File: config.mk
export PLATFORM = sky130hd
export DESIGN_NAME = etm_timer
export DESIGN_NICKNAME = d
export VERILOG_FILES = /design/src/etm_pin_sync.v /design/src/etm_chan_out.v /design/src/etm_timer.v
export VERILOG_INCLUDE_DIRS = /design/src /design/src/src
export SDC_FILE = /design/constraint.sdc
export NUM_CORES = 1
export LEC_CHECK = 0
export ABC_CLOCK_PERIOD_IN_PS = 3730
export BUFFER_PORTS_ARGS = -buffer_cell sky130_fd_sc_hd__buf_2
export CAP_MARGIN = 20
export CORE_MARGIN = 2
export CORE_UTILIZATION = 40
export CTS_CLUSTER_DIAMETER = 60
export CTS_CLUSTER_SIZE = 10
export DETAILED_ROUTE_END_ITERATION = 8
export GPL_TIMING_DRIVEN = 0
export PLACE_DENSITY_LB_ADDON = 0.25
export SYNTH_ARGS = -nofsm -noshare
export SYNTH_HDL_FRONTEND = slang
export SYNTH_SLANG_ARGS = --single-unit
File: constraint.sdc
create_clock -name clk -period 3.73 [get_ports clk]
set_clock_uncertainty 0.2 [all_clocks]
set_input_delay 0.373 -clock clk [delete_from_list [all_inputs] [get_ports clk]]
set_output_delay 0.373 -clock clk [all_outputs]
set_load 0.01 [all_outputs]
File: src/etm_consts.vh
// Purpose: shared constants of the enhanced timer block
// Assumes: included by bare name from the channel output and timer design files
// Notes: register byte offsets, field positions, reset values, mode codes
`ifndef ETM_CONSTS_VH
`define ETM_CONSTS_VH

// register byte offsets on the apb window
`define ETM_ADDR_CTRL1      8'h00
`define ETM_ADDR_CTRL2      8'h04
`define ETM_ADDR_CMPA       8'h08
`define ETM_ADDR_CMPB       8'h0c
`define ETM_ADDR_COUNT      8'h10
`define ETM_ADDR_FLAGS      8'h14

// timer_control_one fields
`define ETM_C1_RUN          0
`define ETM_C1_CLRSEL       1
`define ETM_C1_ALIGN        2
`define ETM_C1_AMODE        4
`define ETM_C1_APF          6
`define ETM_C1_ALEVEL       8
`define ETM_C1_AINV         9
`define ETM_C1_PERIOD       10

// timer_control_two fields
`define ETM_C2_BMODE        0
`define ETM_C2_BPF          2
`define ETM_C2_BLEVEL       4
`define ETM_C2_BINV         5

// flag register bits, write one to clear
`define ETM_FLAG_A          0
`define ETM_FLAG_B          1
`define ETM_FLAG_P          2

// reset values
`define ETM_RST_CMP         10'h000
`define ETM_RST_PAIR        2'h0
`define ETM_RST_PERIOD      3'h0
`define ETM_RST_FLAGS       3'h0

// channel mode pair codes
`define ETM_MSEL_CMP        2'h0
`define ETM_MSEL_CAPT       2'h1
`define ETM_MSEL_PWM        2'h2
`define ETM_MSEL_TIMER      2'h3

// pin function pair codes in pwm and single pulse modes
`define ETM_PF_LOW          2'h0
`define ETM_PF_HIGH         2'h1
`define ETM_PF_PWM          2'h2
`define ETM_PF_ONESHOT      2'h3

// pin function pair codes in capture mode
`define ETM_EDGE_RISE       2'h0
`define ETM_EDGE_FALL       2'h1
`define ETM_EDGE_BOTH       2'h2

`define ETM_ALIGN_CENTRE    2'h3
`define ETM_PERIOD_LOWBITS  7'h7f
`define ETM_PERIOD_ZERO     7'h00
`define ETM_COUNT_MAX       10'h3ff

`endif

File: src/etm_pin_sync.v
// Purpose: bring an outside pin into the clk domain and find its edges
// Assumes: pin is asynchronous to clk
// Notes: edges appear two edges after the pin moves
`timescale 1ns/1ps
module etm_pin_sync (
	input  wire clk,
	input  wire rst_b,
	input  wire pinIn,
	output wire rise,
	output wire fall
);

	reg meta;
	reg stable;
	reg last;

	// meta is read by stable alone, so no logic sees a metastable level
	always @(posedge clk or negedge rst_b) begin
		if (!rst_b) begin
			meta   <= 1'b0;
			stable <= 1'b0;
			last   <= 1'b0;
		end else begin
			meta   <= pinIn;
			stable <= meta;
			last   <= stable;
		end
	end

	assign rise = stable & ~last;
	assign fall = ~stable & last;

endmodule

File: src/etm_chan_out.v
// Purpose: one channel output stage: compare action, pwm shaping, polarity
// Assumes: all inputs come from logic on clk
// Notes: pin and enable are registered; enable is low while driving
`timescale 1ns/1ps
`include "etm_consts.vh"
module etm_chan_out (
	input  wire       clk,
	input  wire       rst_b,
	input  wire       cmpDrive,
	input  wire       waveDrive,
	input  wire       waveActive,
	input  wire       matchEvt,
	input  wire       runRise,
	input  wire       outputLevel,
	input  wire       invert,
	input  wire [1:0] pinFunction,
	output reg        pinOut,
	output reg        pinOe_b
);

	reg  cmpState;
	reg  waveVal;
	reg  next_pinOut;

	always @* begin
		case (pinFunction)
			`ETM_PF_LOW:  waveVal = 1'b0;
			`ETM_PF_HIGH: waveVal = 1'b1;
			default:      waveVal = waveActive ? outputLevel : ~outputLevel;
		endcase
		if (cmpDrive)
			next_pinOut = cmpState ^ invert;
		else if (waveDrive)
			next_pinOut = waveVal ^ invert;
		else
			next_pinOut = 1'b0;
	end

	always @(posedge clk or negedge rst_b) begin
		if (!rst_b) begin
			cmpState <= 1'b0;
			pinOut   <= 1'b0;
			pinOe_b  <= 1'b1;
		end else begin
			if (runRise)
				cmpState <= outputLevel;
			else if (matchEvt) begin
				case (pinFunction)
					2'h1:    cmpState <= 1'b0;
					2'h2:    cmpState <= 1'b1;
					2'h3:    cmpState <= ~cmpState;
					default: cmpState <= cmpState;
				endcase
			end
			pinOut  <= next_pinOut;
			pinOe_b <= ~(cmpDrive | waveDrive);
		end
	end

endmodule

File: src/etm_timer.v
// Purpose: enhanced timer: compare, timer, pwm, single pulse and capture modes
// Assumes: apb slave on clk, zero wait states; counter ticks on every clk
// Notes: pins are split into in, out and active-low enable
//
// Decided for this implementation: the address map and register access over APB.
`timescale 1ns/1ps
`include "etm_consts.vh"
module etm_timer (
	input  wire        clk,
	input  wire        rst_b,
	input  wire        psel,
	input  wire        penable,
	input  wire        pwrite,
	input  wire [7:0]  paddr,
	input  wire [31:0] pwdata,
	output reg  [31:0] prdata,
	output wire        pready,
	output wire        pslverr,
	input  wire        chanAPinIn,
	output wire        chanAPinOut,
	output wire        chanAPinOe_b,
	input  wire        chanBPinIn,
	output wire        chanBPinOut,
	output wire        chanBPinOe_b,
	input  wire        externalTickPin
);

	localparam MODE_CMP    = 3'h0;
	localparam MODE_TIMER  = 3'h1;
	localparam MODE_PWM    = 3'h2;
	localparam MODE_SINGLE = 3'h3;
	localparam MODE_CAPT   = 3'h4;

	// edge selection shared by both capture channels
	function edgeHit;
		input [1:0] sel;
		input       rise;
		input       fall;
		begin
			case (sel)
				`ETM_EDGE_RISE: edgeHit = rise;
				`ETM_EDGE_FALL: edgeHit = fall;
				`ETM_EDGE_BOTH: edgeHit = rise | fall;
				default:        edgeHit = 1'b0;
			endcase
		end
	endfunction

	reg        counterRun;
	reg        clearSelect;
	reg  [1:0] alignSelect;
	reg  [2:0] periodField;
	reg  [1:0] chanAModeSel;
	reg  [1:0] chanBModeSel;
	reg  [1:0] chanAPinFunction;
	reg  [1:0] chanBPinFunction;
	reg        chanAOutputLevel;
	reg        chanBOutputLevel;
	reg        chanAInvert;
	reg        chanBInvert;
	reg  [9:0] compareAValue;
	reg  [9:0] compareBValue;
	reg  [9:0] count;
	reg        countDown;
	reg        runLast;
	reg        pulseB;
	reg  [2:0] flags;
	reg  [2:0] mode;
	reg  [9:0] termVal;
	reg  [9:0] centreTop;
	reg  [2:0] flagEvt;
	reg  [1:0] waveActive;
	reg  [1:0] waveDrive;
	reg  [31:0] next_prdata;
	reg        addrHit;

	wire       runRise;
	wire       centre;
	wire       atTerm;
	wire       matchA;
	wire       matchB;
	wire       capA;
	wire       capB;
	wire       riseA;
	wire       fallA;
	wire       riseB;
	wire       fallB;
	wire       tickRise;
	wire       wrEn;
	wire       setupRd;
	wire [9:0] edgeTerm;
	wire [1:0] cmpDrive;
	wire [1:0] pinOut;
	wire [1:0] pinOe_b;

	////////////////////////////////////////////////////////////////////////
	// pin synchronisers

	etm_pin_sync syncA (
		.clk   (clk),
		.rst_b (rst_b),
		.pinIn (chanAPinIn),
		.rise  (riseA),
		.fall  (fallA)
	);

	etm_pin_sync syncB (
		.clk   (clk),
		.rst_b (rst_b),
		.pinIn (chanBPinIn),
		.rise  (riseB),
		.fall  (fallB)
	);

	etm_pin_sync syncTick (
		.clk   (clk),
		.rst_b (rst_b),
		.pinIn (externalTickPin),
		.rise  (tickRise),
		.fall  ()
	);

	////////////////////////////////////////////////////////////////////////
	// mode decode

	always @* begin
		if (chanAModeSel == `ETM_MSEL_TIMER && chanBModeSel == `ETM_MSEL_TIMER)
			mode = MODE_TIMER;
		else if (chanAModeSel == `ETM_MSEL_CAPT && chanBModeSel == `ETM_MSEL_CAPT)
			mode = MODE_CAPT;
		else if (chanAModeSel == `ETM_MSEL_PWM && chanBModeSel == `ETM_MSEL_PWM) begin
			if (chanAPinFunction == `ETM_PF_ONESHOT && chanBPinFunction == `ETM_PF_ONESHOT)
				mode = MODE_SINGLE;
			else
				mode = MODE_PWM;
		end else
			mode = MODE_CMP;
	end

	assign centre   = (mode == MODE_PWM) && (alignSelect == `ETM_ALIGN_CENTRE);
	assign runRise  = counterRun & ~runLast;

	// code n gives n*128 steps; code 0 wraps the subtraction to 1023
	assign edgeTerm = {periodField - 3'h1, `ETM_PERIOD_LOWBITS};

	always @* begin
		case (mode)
			MODE_PWM:
				termVal = clearSelect ? compareAValue - 10'h001 : edgeTerm;
			MODE_CAPT:
				termVal = edgeTerm;
			default:
				termVal = clearSelect ? compareAValue : edgeTerm;
		endcase
		if (clearSelect)
			centreTop = compareAValue;
		else if (periodField == 3'h0)
			centreTop = `ETM_COUNT_MAX;
		else
			centreTop = {periodField, `ETM_PERIOD_ZERO};
	end

	assign atTerm = (count == termVal);
	assign matchA = counterRun & (count == compareAValue);
	assign matchB = counterRun & (count == compareBValue);
	assign capA   = (mode == MODE_CAPT) & edgeHit(chanAPinFunction, riseA, fallA);
	assign capB   = (mode == MODE_CAPT) & edgeHit(chanBPinFunction, riseB, fallB);

	////////////////////////////////////////////////////////////////////////
	// counter

	always @(posedge clk or negedge rst_b) begin
		if (!rst_b) begin
			count     <= 10'h000;
			countDown <= 1'b0;
			runLast   <= 1'b0;
		end else begin
			runLast <= counterRun;
			if (mode == MODE_SINGLE) begin
				if (runRise)
					count <= 10'h000;
				else if (counterRun)
					count <= count + 10'h001;
			end else if (centre) begin
				if (counterRun) begin
					// up to the top, back down to zero
					if (!countDown && count >= centreTop) begin
						countDown <= 1'b1;
						count     <= count - 10'h001;
					end else if (countDown && count == 10'h000) begin
						countDown <= 1'b0;
						count     <= 10'h001;
					end else if (countDown)
						count <= count - 10'h001;
					else
						count <= count + 10'h001;
				end
			end else if (counterRun) begin
				countDown <= 1'b0;
				count     <= atTerm ? 10'h000 : count + 10'h001;
			end
		end
	end

	////////////////////////////////////////////////////////////////////////
	// flag events and waveforms

	always @* begin
		flagEvt    = 3'h0;
		waveActive = 2'h0;
		waveDrive  = 2'h0;
		case (mode)
			MODE_CAPT: begin
				flagEvt[`ETM_FLAG_A] = capA;
				flagEvt[`ETM_FLAG_B] = capB;
				flagEvt[`ETM_FLAG_P] = counterRun & atTerm;
			end
			MODE_SINGLE: begin
				flagEvt[`ETM_FLAG_A] = matchA;
				flagEvt[`ETM_FLAG_B] = matchB;
				waveActive = {pulseB, counterRun};
				waveDrive  = 2'h3;
			end
			MODE_PWM: begin
				if (clearSelect && !centre)
					flagEvt[`ETM_FLAG_A] = counterRun & atTerm;
				else
					flagEvt[`ETM_FLAG_A] = matchA;
				flagEvt[`ETM_FLAG_B] = matchB;
				if (centre)
					flagEvt[`ETM_FLAG_P] = counterRun & ~clearSelect & countDown &
						(count == 10'h001);
				else
					flagEvt[`ETM_FLAG_P] = counterRun & ~clearSelect & atTerm;
				waveActive[0] = (count < compareAValue);
				waveActive[1] = (count < compareBValue);
				waveDrive     = {1'b1, ~clearSelect};
			end
			default: begin
				flagEvt[`ETM_FLAG_A] = matchA;
				flagEvt[`ETM_FLAG_B] = matchB;
				flagEvt[`ETM_FLAG_P] = counterRun & ~clearSelect & atTerm;
			end
		endcase
	end

	// pulse B starts on the B match and falls with run
	always @(posedge clk or negedge rst_b) begin
		if (!rst_b)
			pulseB <= 1'b0;
		else if (mode != MODE_SINGLE || !counterRun || matchA)
			pulseB <= 1'b0;
		else if (matchB)
			pulseB <= 1'b1;
	end

	////////////////////////////////////////////////////////////////////////
	// channel output stages

	assign cmpDrive = {2{mode == MODE_CMP}};

	genvar ch;
	generate
		for (ch = 0; ch < 2; ch = ch + 1) begin : chanGen
			etm_chan_out outStage (
				.clk         (clk),
				.rst_b       (rst_b),
				.cmpDrive    (cmpDrive[ch]),
				.waveDrive   (waveDrive[ch]),
				.waveActive  (waveActive[ch]),
				.matchEvt    (ch == 0 ? matchA : matchB),
				.runRise     (runRise),
				.outputLevel (ch == 0 ? chanAOutputLevel : chanBOutputLevel),
				.invert      (ch == 0 ? chanAInvert : chanBInvert),
				.pinFunction (ch == 0 ? chanAPinFunction : chanBPinFunction),
				.pinOut      (pinOut[ch]),
				.pinOe_b     (pinOe_b[ch])
			);
		end
	endgenerate

	assign chanAPinOut  = pinOut[0];
	assign chanBPinOut  = pinOut[1];
	assign chanAPinOe_b = pinOe_b[0];
	assign chanBPinOe_b = pinOe_b[1];

	////////////////////////////////////////////////////////////////////////
	// apb slave, zero wait states

	assign pready  = 1'b1;
	assign wrEn    = psel & penable & pwrite & addrHit;
	assign setupRd = psel & ~penable & ~pwrite;
	assign pslverr = psel & penable & ~addrHit;

	always @* begin
		addrHit     = 1'b1;
		next_prdata = 32'h0000_0000;
		case (paddr)
			`ETM_ADDR_CTRL1: begin
				next_prdata[`ETM_C1_RUN]           = counterRun;
				next_prdata[`ETM_C1_CLRSEL]        = clearSelect;
				next_prdata[`ETM_C1_ALIGN+:2]      = alignSelect;
				next_prdata[`ETM_C1_AMODE+:2]      = chanAModeSel;
				next_prdata[`ETM_C1_APF+:2]        = chanAPinFunction;
				next_prdata[`ETM_C1_ALEVEL]        = chanAOutputLevel;
				next_prdata[`ETM_C1_AINV]          = chanAInvert;
				next_prdata[`ETM_C1_PERIOD+:3]     = periodField;
			end
			`ETM_ADDR_CTRL2: begin
				next_prdata[`ETM_C2_BMODE+:2]      = chanBModeSel;
				next_prdata[`ETM_C2_BPF+:2]        = chanBPinFunction;
				next_prdata[`ETM_C2_BLEVEL]        = chanBOutputLevel;
				next_prdata[`ETM_C2_BINV]          = chanBInvert;
			end
			`ETM_ADDR_CMPA:  next_prdata[9:0] = compareAValue;
			`ETM_ADDR_CMPB:  next_prdata[9:0] = compareBValue;
			`ETM_ADDR_COUNT: next_prdata[9:0] = count;
			`ETM_ADDR_FLAGS: next_prdata[2:0] = flags;
			default:         addrHit = 1'b0;
		endcase
	end

	always @(posedge clk or negedge rst_b) begin
		if (!rst_b)
			prdata <= 32'h0000_0000;
		else if (setupRd)
			prdata <= next_prdata;
	end

	// control registers; hardware run changes win over a same-cycle write
	always @(posedge clk or negedge rst_b) begin
		if (!rst_b) begin
			counterRun       <= 1'b0;
			clearSelect      <= 1'b0;
			alignSelect      <= `ETM_RST_PAIR;
			periodField      <= `ETM_RST_PERIOD;
			chanAModeSel     <= `ETM_RST_PAIR;
			chanBModeSel     <= `ETM_RST_PAIR;
			chanAPinFunction <= `ETM_RST_PAIR;
			chanBPinFunction <= `ETM_RST_PAIR;
			chanAOutputLevel <= 1'b0;
			chanBOutputLevel <= 1'b0;
			chanAInvert      <= 1'b0;
			chanBInvert      <= 1'b0;
		end else begin
			if (wrEn && paddr == `ETM_ADDR_CTRL1) begin
				counterRun       <= pwdata[`ETM_C1_RUN];
				clearSelect      <= pwdata[`ETM_C1_CLRSEL];
				alignSelect      <= pwdata[`ETM_C1_ALIGN+:2];
				chanAModeSel     <= pwdata[`ETM_C1_AMODE+:2];
				chanAPinFunction <= pwdata[`ETM_C1_APF+:2];
				chanAOutputLevel <= pwdata[`ETM_C1_ALEVEL];
				chanAInvert      <= pwdata[`ETM_C1_AINV];
				periodField      <= pwdata[`ETM_C1_PERIOD+:3];
			end
			if (wrEn && paddr == `ETM_ADDR_CTRL2) begin
				chanBModeSel     <= pwdata[`ETM_C2_BMODE+:2];
				chanBPinFunction <= pwdata[`ETM_C2_BPF+:2];
				chanBOutputLevel <= pwdata[`ETM_C2_BLEVEL];
				chanBInvert      <= pwdata[`ETM_C2_BINV];
			end
			if (mode == MODE_SINGLE && counterRun && matchA)
				counterRun <= 1'b0;
			else if (mode == MODE_SINGLE && tickRise)
				counterRun <= 1'b1;
		end
	end

	// capture overrides a same-cycle software write to the compare value
	always @(posedge clk or negedge rst_b) begin
		if (!rst_b) begin
			compareAValue <= `ETM_RST_CMP;
			compareBValue <= `ETM_RST_CMP;
			flags         <= `ETM_RST_FLAGS;
		end else begin
			if (capA)
				compareAValue <= count;
			else if (wrEn && paddr == `ETM_ADDR_CMPA)
				compareAValue <= pwdata[9:0];
			if (capB)
				compareBValue <= count;
			else if (wrEn && paddr == `ETM_ADDR_CMPB)
				compareBValue <= pwdata[9:0];
			// set wins over a write-one clear in the same cycle
			if (wrEn && paddr == `ETM_ADDR_FLAGS)
				flags <= (flags & ~pwdata[2:0]) | flagEvt;
			else
				flags <= flags | flagEvt;
		end
	end

endmodule

* After elaboration in Yosys (flattened, before gate mapping)
Index checks and enable logic that the tools add are counted.
** Word-level totals
- Output and inout port bits :: 38
- Word-level logic and storage cells :: 222
- Bits of input ports :: 48
- Flip-flop bits (word level) :: 83
** Operators by class
- Reductions and logical operators :: 42
- Bitwise logic cells :: 50
- Add/subtract/negate cells :: 4
- Order comparisons :: 3
- Eq/ne operators :: 27
- Multiplexer cells :: 61
** Operators with widths (count)
- $mux W10 :: 18
- $eq A10 B10 Y1 :: 3
- $mux W1 :: 24
- $and A1 B1 Y1 :: 21
- $lt A10 B10 Y1 :: 2
- $pmux W10 S2 :: 1
- $sub A10 B1 Y10 const B :: 2
- $eq A2 B2 Y1 const B :: 9
- $pmux W3 S6 :: 1
- $not A1 Y1 :: 17
- $eq A8 B4 Y1 const B :: 2
- $eq A8 B5 Y1 const B :: 2
- $logic_and A1 B1 Y1 :: 16
- $pmux W4 S4 :: 1
- $mux W3 :: 5
- $pmux W1 S3 :: 5
- $pmux W3 S5 :: 1
- $reduce_bool A2 Y1 :: 7
- $pmux W2 S2 :: 3
- $add A10 B1 Y10 const B :: 1
- $eq A10 B1 Y1 const B :: 1
- $ge A10 B10 Y1 :: 1
- $logic_not A10 Y1 :: 1
- $eq A2 B1 Y1 const B :: 4
- other kinds (22) :: 39

* Longest topological paths before layout
Gate-level depths: netlist (run 1).
- Depth in word-level cells :: 14
- Mapped depth :: 16
- Gate-level depth less buffers :: 16

* Modules after synthesis
A second synthesis (run 1) with hierarchy kept.
** Second synthesis, totals
- Cells, all modules :: 729
- Area, all modules :: 6339.8 um2
** By module, submodules not included
- etm_timer :: cells each 672, instances 1, sequential area each 1701.6 um2, area an instance 5636.7 um2
- etm_chan_out :: cells each 21, instances 2, sequential area each 76.3 um2, area an instance 216.5 um2
- etm_pin_sync :: cells each 5, instances 3, sequential area each 75.1 um2, area an instance 90.1 um2

* Least setup slack after synthesis (run 1)
OpenSTA, ideal clock, no wires.
- Path type :: reg-to-reg
- Start :: register periodField[0]
- End :: register count[2]
- Clock period less this slack :: 3243 ps
- Data arrival time :: 2918 ps
- Setup time :: 125 ps
- Setup slack :: 487 ps
- Cell stages (with the launch flop) :: 15
- Buffers on the path :: 0
- Data required time :: 3405 ps
- Cell sequence :: dfrtp_1 -> inv_1 -> ha_1 -> inv_1 -> o21ai_1 -> o22ai_1 -> ha_1 -> a2111oi_0 -> nor2b_1 -> o21ai_0 -> a21oi_1 -> mux2i_1 -> nor3_1 -> o21ai_0 -> a21oi_1
** On the way
- Longest elaborated chain between the ends :: 9
- Elaborated cells between the ends (all ways) :: 16
- Classes of those cells :: add/sub (1); order compare (1); eq/ne (1); mux (11); reduce/logical (2)
** Ends and longest elaborated chain
- from (decl) :: line etm_timer.v:52 : reg [2:0] periodField;
- from (signal assigned) :: line etm_timer.v:336 : periodField <= `ETM_RST_PERIOD;
- from (signal assigned) :: line etm_timer.v:354 : periodField <= pwdata[`ETM_C1_PERIOD+:3];
- $logic_not A3 Y1 :: line etm_timer.v:157 : else if (periodField == 3'h0)
- $mux W10 :: line etm_timer.v:157
- $mux W10 :: line etm_timer.v:155 : if (clearSelect)
- $ge A10 B10 Y1 :: line etm_timer.v:187 : if (!countDown && count >= centreTop) begin
- $logic_and A1 B1 Y1 :: line etm_timer.v:187
- $mux W10 :: line etm_timer.v:187
- $mux W10 :: line etm_timer.v:185 : if (counterRun) begin
- $mux W10 (*) :: line etm_timer.v:184 : end else if (centre) begin
- $mux W10 (*) :: line etm_timer.v:179 : if (mode == MODE_SINGLE) begin
- to (signal assigned) :: line etm_timer.v:183 : count <= count + 10'h001;
- to (signal assigned) :: line etm_timer.v:189 : count <= count - 10'h001;
- to (signal assigned) :: line etm_timer.v:194 : count <= count - 10'h001;
- to (decl) :: line etm_timer.v:63 : reg [9:0] count;
Every way passes the cells marked *; elsewhere a longest branch is shown, timed or not. The select of a mux whose other input is x is not followed.
A chain may end at the register's enable or synchronous reset.

* Worst setup path after layout (run 1)
- Start :: register chanBPinFunction[1]
- End :: register count[6]
** On the way
- Longest elaborated chain between the ends :: 13
- Elaborated cells between the ends (all ways) :: 18
- Classes of those cells :: eq/ne (5); mux (9); reduce/logical (4)
** Ends and longest elaborated chain
- from (decl) :: line etm_timer.v:56 : reg [1:0] chanBPinFunction;
- from (signal assigned) :: line etm_timer.v:340 : chanBPinFunction <= `ETM_RST_PAIR;
- from (signal assigned) :: line etm_timer.v:358 : chanBPinFunction <= pwdata[`ETM_C2_BPF+:2];
- $eq A2 B2 Y1 (*)
- $logic_and A1 B1 Y1 (no line) (*)
- $mux W1 (*) :: line etm_timer.v:132 : if (chanAPinFunction == `ETM_PF_ONESHOT && chanBPinFunction == `ETM_PF_ONESHOT)
- $mux W3 (*) :: line etm_timer.v:131 : else if (chanAModeSel == `ETM_MSEL_PWM && chanBModeSel == `ETM_MSEL_PWM) begin
- $mux W3 (*) :: line etm_timer.v:129 : else if (chanAModeSel == `ETM_MSEL_CAPT && chanBModeSel == `ETM_MSEL_CAPT)
- $mux W3 (*) :: line etm_timer.v:127 : if (chanAModeSel == `ETM_MSEL_TIMER && chanBModeSel == `ETM_MSEL_TIMER)
- $eq A3 B3 Y1 / $eq A3 B2 Y1 (equally long branches) :: line etm_timer.v:147, etm_timer.v:140
- $pmux W10 S2 :: line etm_timer.v:147 : case (mode)
- $eq A10 B10 Y1 :: line etm_timer.v:163 : assign atTerm = (count == termVal);
- $mux W10 :: line etm_timer.v:200 : count <= atTerm ? 10'h000 : count + 10'h001;
- $mux W10 :: line etm_timer.v:198 : end else if (counterRun) begin
- $mux W10 :: line etm_timer.v:184
- $mux W10 :: line etm_timer.v:179
- to (signal assigned) :: line etm_timer.v:183
- to (signal assigned) :: line etm_timer.v:189
- to (signal assigned) :: line etm_timer.v:200
Marked as above.

==> results of run 1 <==
placed cells by master, fill, tap and decap left out, types with 6 or more instances in the layout:
cell and n:
o22ai_1 6, o31ai_1 9, nor2b_1 6, a31oi_1 11, clkbuf_16 9, buf_4 24
buf_2 52, nand2_1 80, mux2i_1 34, a21oi_1 39, ha_1 45, nor2_1 56
nand3_1 24, a211oi_1 10, or3_1 6, a22oi_1 14, mux2_2 18, conb_1 20
xor2_1 8, clkbuf_1 32, dfrtp_1 81, nor3_1 16, and3_1 7, nor4_1 9
inv_1 40, a21o_1 10, xnor2_1 15, o21ai_0 52, nand4_1 7
critical path: stages, from the launching register on:
cell      delay (ps)
dfrtp_1          480
ha_1             320
and3_1           230
nor2_1           180
buf_2            270
o221ai_1         170
o32ai_1          340
o211ai_1         250
o31ai_4          260
buf_4            190
nand2_4           90
a221oi_1         280
nor2_1           100
registers in the layout, indices dropped and copies added, names as in the netlist, 2 cells and up:
name / flops
chanGen.outStage.cmpState: 2
flags: 3
chanBModeSel: 2
prdata: 13
chanAPinFunction: 2
chanBPinFunction: 2
count: 10
periodField: 3
chanAModeSel: 2
alignSelect: 2
chanGen.outStage.pinOe_b: 2
compareBValue: 10
chanGen.outStage.pinOut: 2
compareAValue: 10
per-stage QoR:
stage                     utilization  setup TNS (ps)  power, mW
after global routing            0.471               0       2.09
after floorplan                     -               0       1.01
final                           0.471               0       2.02
after global placement          0.444           -2820       1.07
after CTS                       0.468               0       2.03
after detailed placement        0.446           -2820       1.07
repair_timing:
item,4_1_cts,5_1_grt
gates resized for setup,3,10
hold endpoints to repair,28,0
endpoints found under the setup margin,9,9
pin swaps,0,3
hold buffers,4,0
buffers inserted,0,2
cell type report:
type,count,area share
tap,216,0.0361
sequential,83,0.278
timing repair buffer,53,0.0421
clock inverter,7,0.0112
clock buffer,9,0.0301
buffer,66,0.0465
inverter,41,0.0211
multi-input combinational,585,0.535
report_power, final:
group	internal, mW	total [mW]	leakage, nW	switching, mW
logic	0.0589	0.148	2.22	0.0889
registers	0.907	0.912	1.11	0.00585
clock network	0.531	0.961	0.142	0.430
total	1.50	2.02	3.47	0.525
logic make-up after synthesis:
logic type | share of synthesized area
AO/OA/AOI/OAI | 0.204
XOR/XNOR | 0.0311
adder cells (fa/ha/maj) | 0.0868
buffers and inverters | 0.0772
flip-flops | 0.321
multiplexers | 0.0941
other | 0.00116
AND/OR/NAND/NOR | 0.185
Yosys cell counts (all sizes together), types with 3 or more instances:
cell,n
nor3,17
a21o,10
xor2,8
xnor2,15
a22oi,14
nor4,10
a221oi,4
a211oi,11
mux2i,34
nand2b,4
nor2b,6
o21a,3
buf,32
clkbuf,35
nand4,7
and2,3
a21boi,4
o221ai,3
dfrtp,81
nor2,56
or3,6
o21ai,54
and3,7
o22ai,6
ha,45
mux4,3
nand3,24
nand2,81
nand3b,4
a31oi,11
o2111ai,3
and4,4
a211o,3
or4,3
inv,41
o211ai,5
a21oi,40
o31ai,10
mux2,18
routing by layer:
layer	vias up	global-route usage	part of all wire
li1	2878	-	-
met1	2961	0.345	0.44
met2	276	0.376	0.44
met3	38	0.0586	0.091
met4	0	0.0827	0.028
met5	-	0	0
worst min path at each step:
stage	endpoint	slack, ps	cells after the start	from
CTS	periodField[2]	30	2	pwdata[12]
finish	periodField[2]	30	2	pwdata[12]
floorplan	alignSelect[0]	-120	0	rst_b
detailed placement	chanAPinFunction[0]	120	1	rst_b
global route	periodField[2]	40	2	pwdata[12]
global placement	syncTick.stable	130	0	syncTick.meta
==> metrics.txt, run 1 <==
drt total wl=between 20000 and 25000 um; number of synthesis warnings=0; RSZ-0062 raised after global routing=false; Pins Over Slew Limit=0; GRT Total Usage=0.247; final antenna-violating net count=0; row count=46; GPL Wtd Cong=0.926; CTS clk-pin slew, worst paths=70 ps; FILL cells=roughly 1600; CP max FO=10; root buf cell=clkbuf_16; Critical Path End Type=flip-flop; reg2reg path depth=12; Num CTS Buffers=9; Placement Cell Area=0.00708 mm2; first-pass GRT wire length=33100 um; Buffers on Ports=46; final worst setup slack=249 ps; status=complete, no violations; die extent in y=around 130 um; total global routing overflow=0; post-layout min period=3480 ps; Post-Syn Instances=758; die area=0.0173 mm2; Worst-Skew Late Latency=roughly 360 ps; Power Density=270 mW/mm2; Die Wd=about 130 um; Mapped Area=0.00649 mm2; #FFs+latches synth=83; Final Hold Fails=0; mean area per synthesized cell=between 8 and 9 um2; Critical Path Start=chanBPinFunction[1]; r2r setup slk=250 ps; Register Area=0.00208 mm2; worst r2r src=chanBPinFunction[1]; diode count=0; CTS H-Tree Depth=3; critical path data arrival time=3530 ps; routed len/inst=19.8 um; Seq/Total Area, Yosys=0.321; placed cells=1039; Tcrit/Tclk final=0.933; TritonCTS clock tree=done; WP data required=3770 ps; Post-synth EDFFs=0; Pre-Repair DR Iteration Count=5; hpwl dp=15800 um; post-place setup slack=-375 ps; top post-synthesis cells by area=dfrtp_1, ha_1, mux2i_1, nand2_1, o21ai_0; min-delay worst type=in -> reg; via count=6153; Nets=roughly 930; post-route non-filler standard cell count=around 1100; clk buf depth=2; largest net degree at the start of global routing=57; total core area=0.0159 mm2; Max Cap Violations=0; Setup crit start kind=flip-flop; via count of the first global-routing pass=between 5000 and 6000; Multi-input gate area=0.00401 mm2; DRC errors left=0; drt initial violations=724; final setup vio count=0; Yosys top cell area share=0.313; post-DR vias/cell=5.80; CP Capture Point=count[6]; area leader, netlist=dfrtp_1; initial antenna violation count=0; FF-to-FF End=count[6]; area grow syn2layout=15.4%; Hold Slack=roughly 34 ps; Num Clock Sinks=83; share of cells above drive strength 1=0.162; ys async rst share=1.00; starting density of the core=0.408; critical path class=reg -> reg; VDD IR-drop max=approximately 0.00024 V; io pins=86; ys flop type=dfrtp_1; Layout Cell Area excl Fill=0.00748 mm2; Leak=3.47 nW; Worst Tran Pin Value=1020 ps; library cells used by synthesis=74; Slew headroom=0.314; Fmax=0.287 GHz
No activity file was read; power rests on OpenSTA's default activity.
==> run 2: changes to the inputs <==
CORE_MARGIN = unset   (was 2)
HOLD_SLACK_MARGIN = 0.1   (was unset)
==> metrics.txt, run 2 (synthesized netlist as in run 1, its figures left out) <==
status=complete, no violations; combinational share of power=0.075 (+0.002); CP max FO=10 (unchanged); Leak=3.50 nW (+0.89%); io pins=86 (unchanged); commonest non-fill, non-tap cell in the layout=dfrtp_1; setup TNS=0 ps (unchanged); Power Density=271 mW/mm2 (+0.26%); TritonCTS clock tree=done; Register Area=0.00208 mm2 (unchanged); Tcrit/Tclk final=0.953 (+0.0197); share of cells above drive strength 1=0.160 (-0.00213); Hold Slack=112 ps (+78.2 ps); RSZ-0062 raised after global routing=false; critical path data arrival time=3600 ps (+70 ps); starting density of the core=0.408 (unchanged); total core area=0.0159 mm2 (unchanged); Worst-Skew Late Latency=360 ps (about the same); Util after Layout=0.474 (+0.00331); final antenna-violating net count=0 (unchanged); share of total power in sequential cells=0.447 (-0.004); largest net degree at the start of global routing=52 (-8.8%); via count of the first global-routing pass=5630 (-1.8%); Multi-input gate area=0.00400 mm2 (-0.12%); critical path class=reg -> reg; WP data required=3770 ps (about the same); DRC errors left=0 (unchanged); GPL Wtd Cong=0.942 (+1.7%); max reg flops=13 (unchanged); diode count=0 (unchanged); drt total wl=20700 um (-1.4%); area grow syn2layout=16.2%; Num Clock Sinks=83 (unchanged); die area=0.0167 mm2 (-3.0%); Int Pwr=1.52 mW (+1.6%); Max Cap Violations=0 (unchanged); Pins Over Slew Limit=0 (unchanged); Setup crit start kind=flip-flop; hpwl dp=15500 um (-1.6%); post-DR vias/cell=5.72 (-1.4%); routed len/inst=19.4 um (-1.8%); Pre-Repair DR Iteration Count=5 (unchanged); Final Hold Fails=0 (unchanged); reg2reg path depth=10 (-2); most flop-heavy register=prdata; drt initial violations=500 (-31%); first-pass GRT wire length=32500 um (-1.6%); Buffers on Ports=46 (unchanged); Die Wd=129 um (-1.5%); min-delay worst type=in -> reg; Clock power frac=0.479 (+0.004); FILL cells=1580 (-1.0%); Hold Path Stages=3 (+1); Net Sw Frac=0.255 (-0.00503); total power=2.04 mW (+0.96%); Num CTS Buffers=9 (unchanged); Critical Path End Type=flip-flop; most frequent cells in the layout=dfrtp_1, nand2_1, nor2_1; row count=46 (unchanged); total global routing overflow=0 (unchanged); initial antenna violation count=0 (unchanged); switching power=0.520 mW (-0.99%); Slew headroom=0.350 (+0.0353); CTS H-Tree Depth=3 (unchanged); Worst Tran Pin Value=967 ps (-52.4 ps); CTS clk-pin slew, worst paths=70 ps (about the same); via count=6097 (-0.91%); VDD IR-drop max=0.000304 V (+29%); final setup vio count=0 (unchanged); Nets=937 (+0.54%); root buf cell=clkbuf_16; Fmax=0.281 GHz (-2.1%); GRT Total Usage=0.262 (+0.0149); post-layout min period=3550 ps (+73.4 ps); die extent in y=129 um (-1.5%); clk buf depth=2 (unchanged)
==> run 2: changes by cell type in the layout (fill, tap and decap cells not counted) <==
cell and delta:
a211oi_1 +1, a211oi_2 -1, buf_2 +1, clkbuf_2 -1
clkbuf_8 +1, clkinvlp_4 -2, dlygate4sd3_1 +5, inv_6 +1
==> run 2: path summary, 6_finish.rpt <==
check / startpoint / endpoint / slack (ps)
worst max-delay path: chanBPinFunction[1] / count[0] / 180
worst min-delay path: pwdata[3] / chanBPinFunction[1] / 110
worst max register to register: chanBPinFunction[1] / count[0] / 180
worst min register to register: syncB.meta / syncB.stable / 150
max in group asynchronous: rst_b / alignSelect[0] / 2380
min in group asynchronous: rst_b / count[3] / 320
==> run 2: what timing repair did <==
item                                   4_1_cts  5_1_grt
gates resized for setup                      5        8
hold buffers                                 9        0
endpoints found under the hold margin       38        0
buffers inserted                             0        2
pin swaps                                    0        2
setup endpoints to repair                    9        9
==> run 2: final cells by class <==
cell class | count | area share
multi-input cells | 585 | 0.531
flip-flops and latches | 83 | 0.276
repair buffers | 58 | 0.0485
plain buffers | 66 | 0.0461
well taps | 216 | 0.0359
clock buffers | 10 | 0.0317
inverters | 41 | 0.0209
clock inverters | 6 | 0.0103
==> run 2: worst max-delay path: stages (launching register included) <==
cell and delay [ps]:
dfrtp_1 480, ha_1 310, and3_1 230, nor2_1 190, buf_2 280, o221ai_1 180
o32ai_1 350, o211ai_1 240, nor3_1 490, a211oi_1 140, or3_1 360
==> run 2: per-stage QoR <==
step	setup WS [ps]	instance area (um2)	cells
2_1_floorplan	487	6550	776
3_3_place_gp	-423	7050	1038
3_5_place_dp	-434	7080	1039
4_1_cts	37.1	7500	1063
5_1_grt	7.18	7540	1065
6_report	175	7540	1065
==> run 2: layer usage <==
metal / up-vias / track usage / share of wire
met5: - / 0 / 0
li1: 2887 / - / -
met2: 269 / 0.398 / 0.44
met3: 36 / 0.0487 / 0.078
met4: 0 / 0.102 / 0.027
met1: 2905 / 0.367 / 0.46
==> run 2: power by group through the flow <==
stage | Combinational, mW | Sequential (mW) | Clock [mW]
2_1_floorplan | 0.0800 | 0.928 | 0
3_3_place_gp | 0.139 | 0.929 | 0
3_5_place_dp | 0.143 | 0.929 | 0
4_1_cts | 0.151 | 0.912 | 0.985
5_1_grt | 0.170 | 0.912 | 1.02
6_report | 0.152 | 0.912 | 0.977
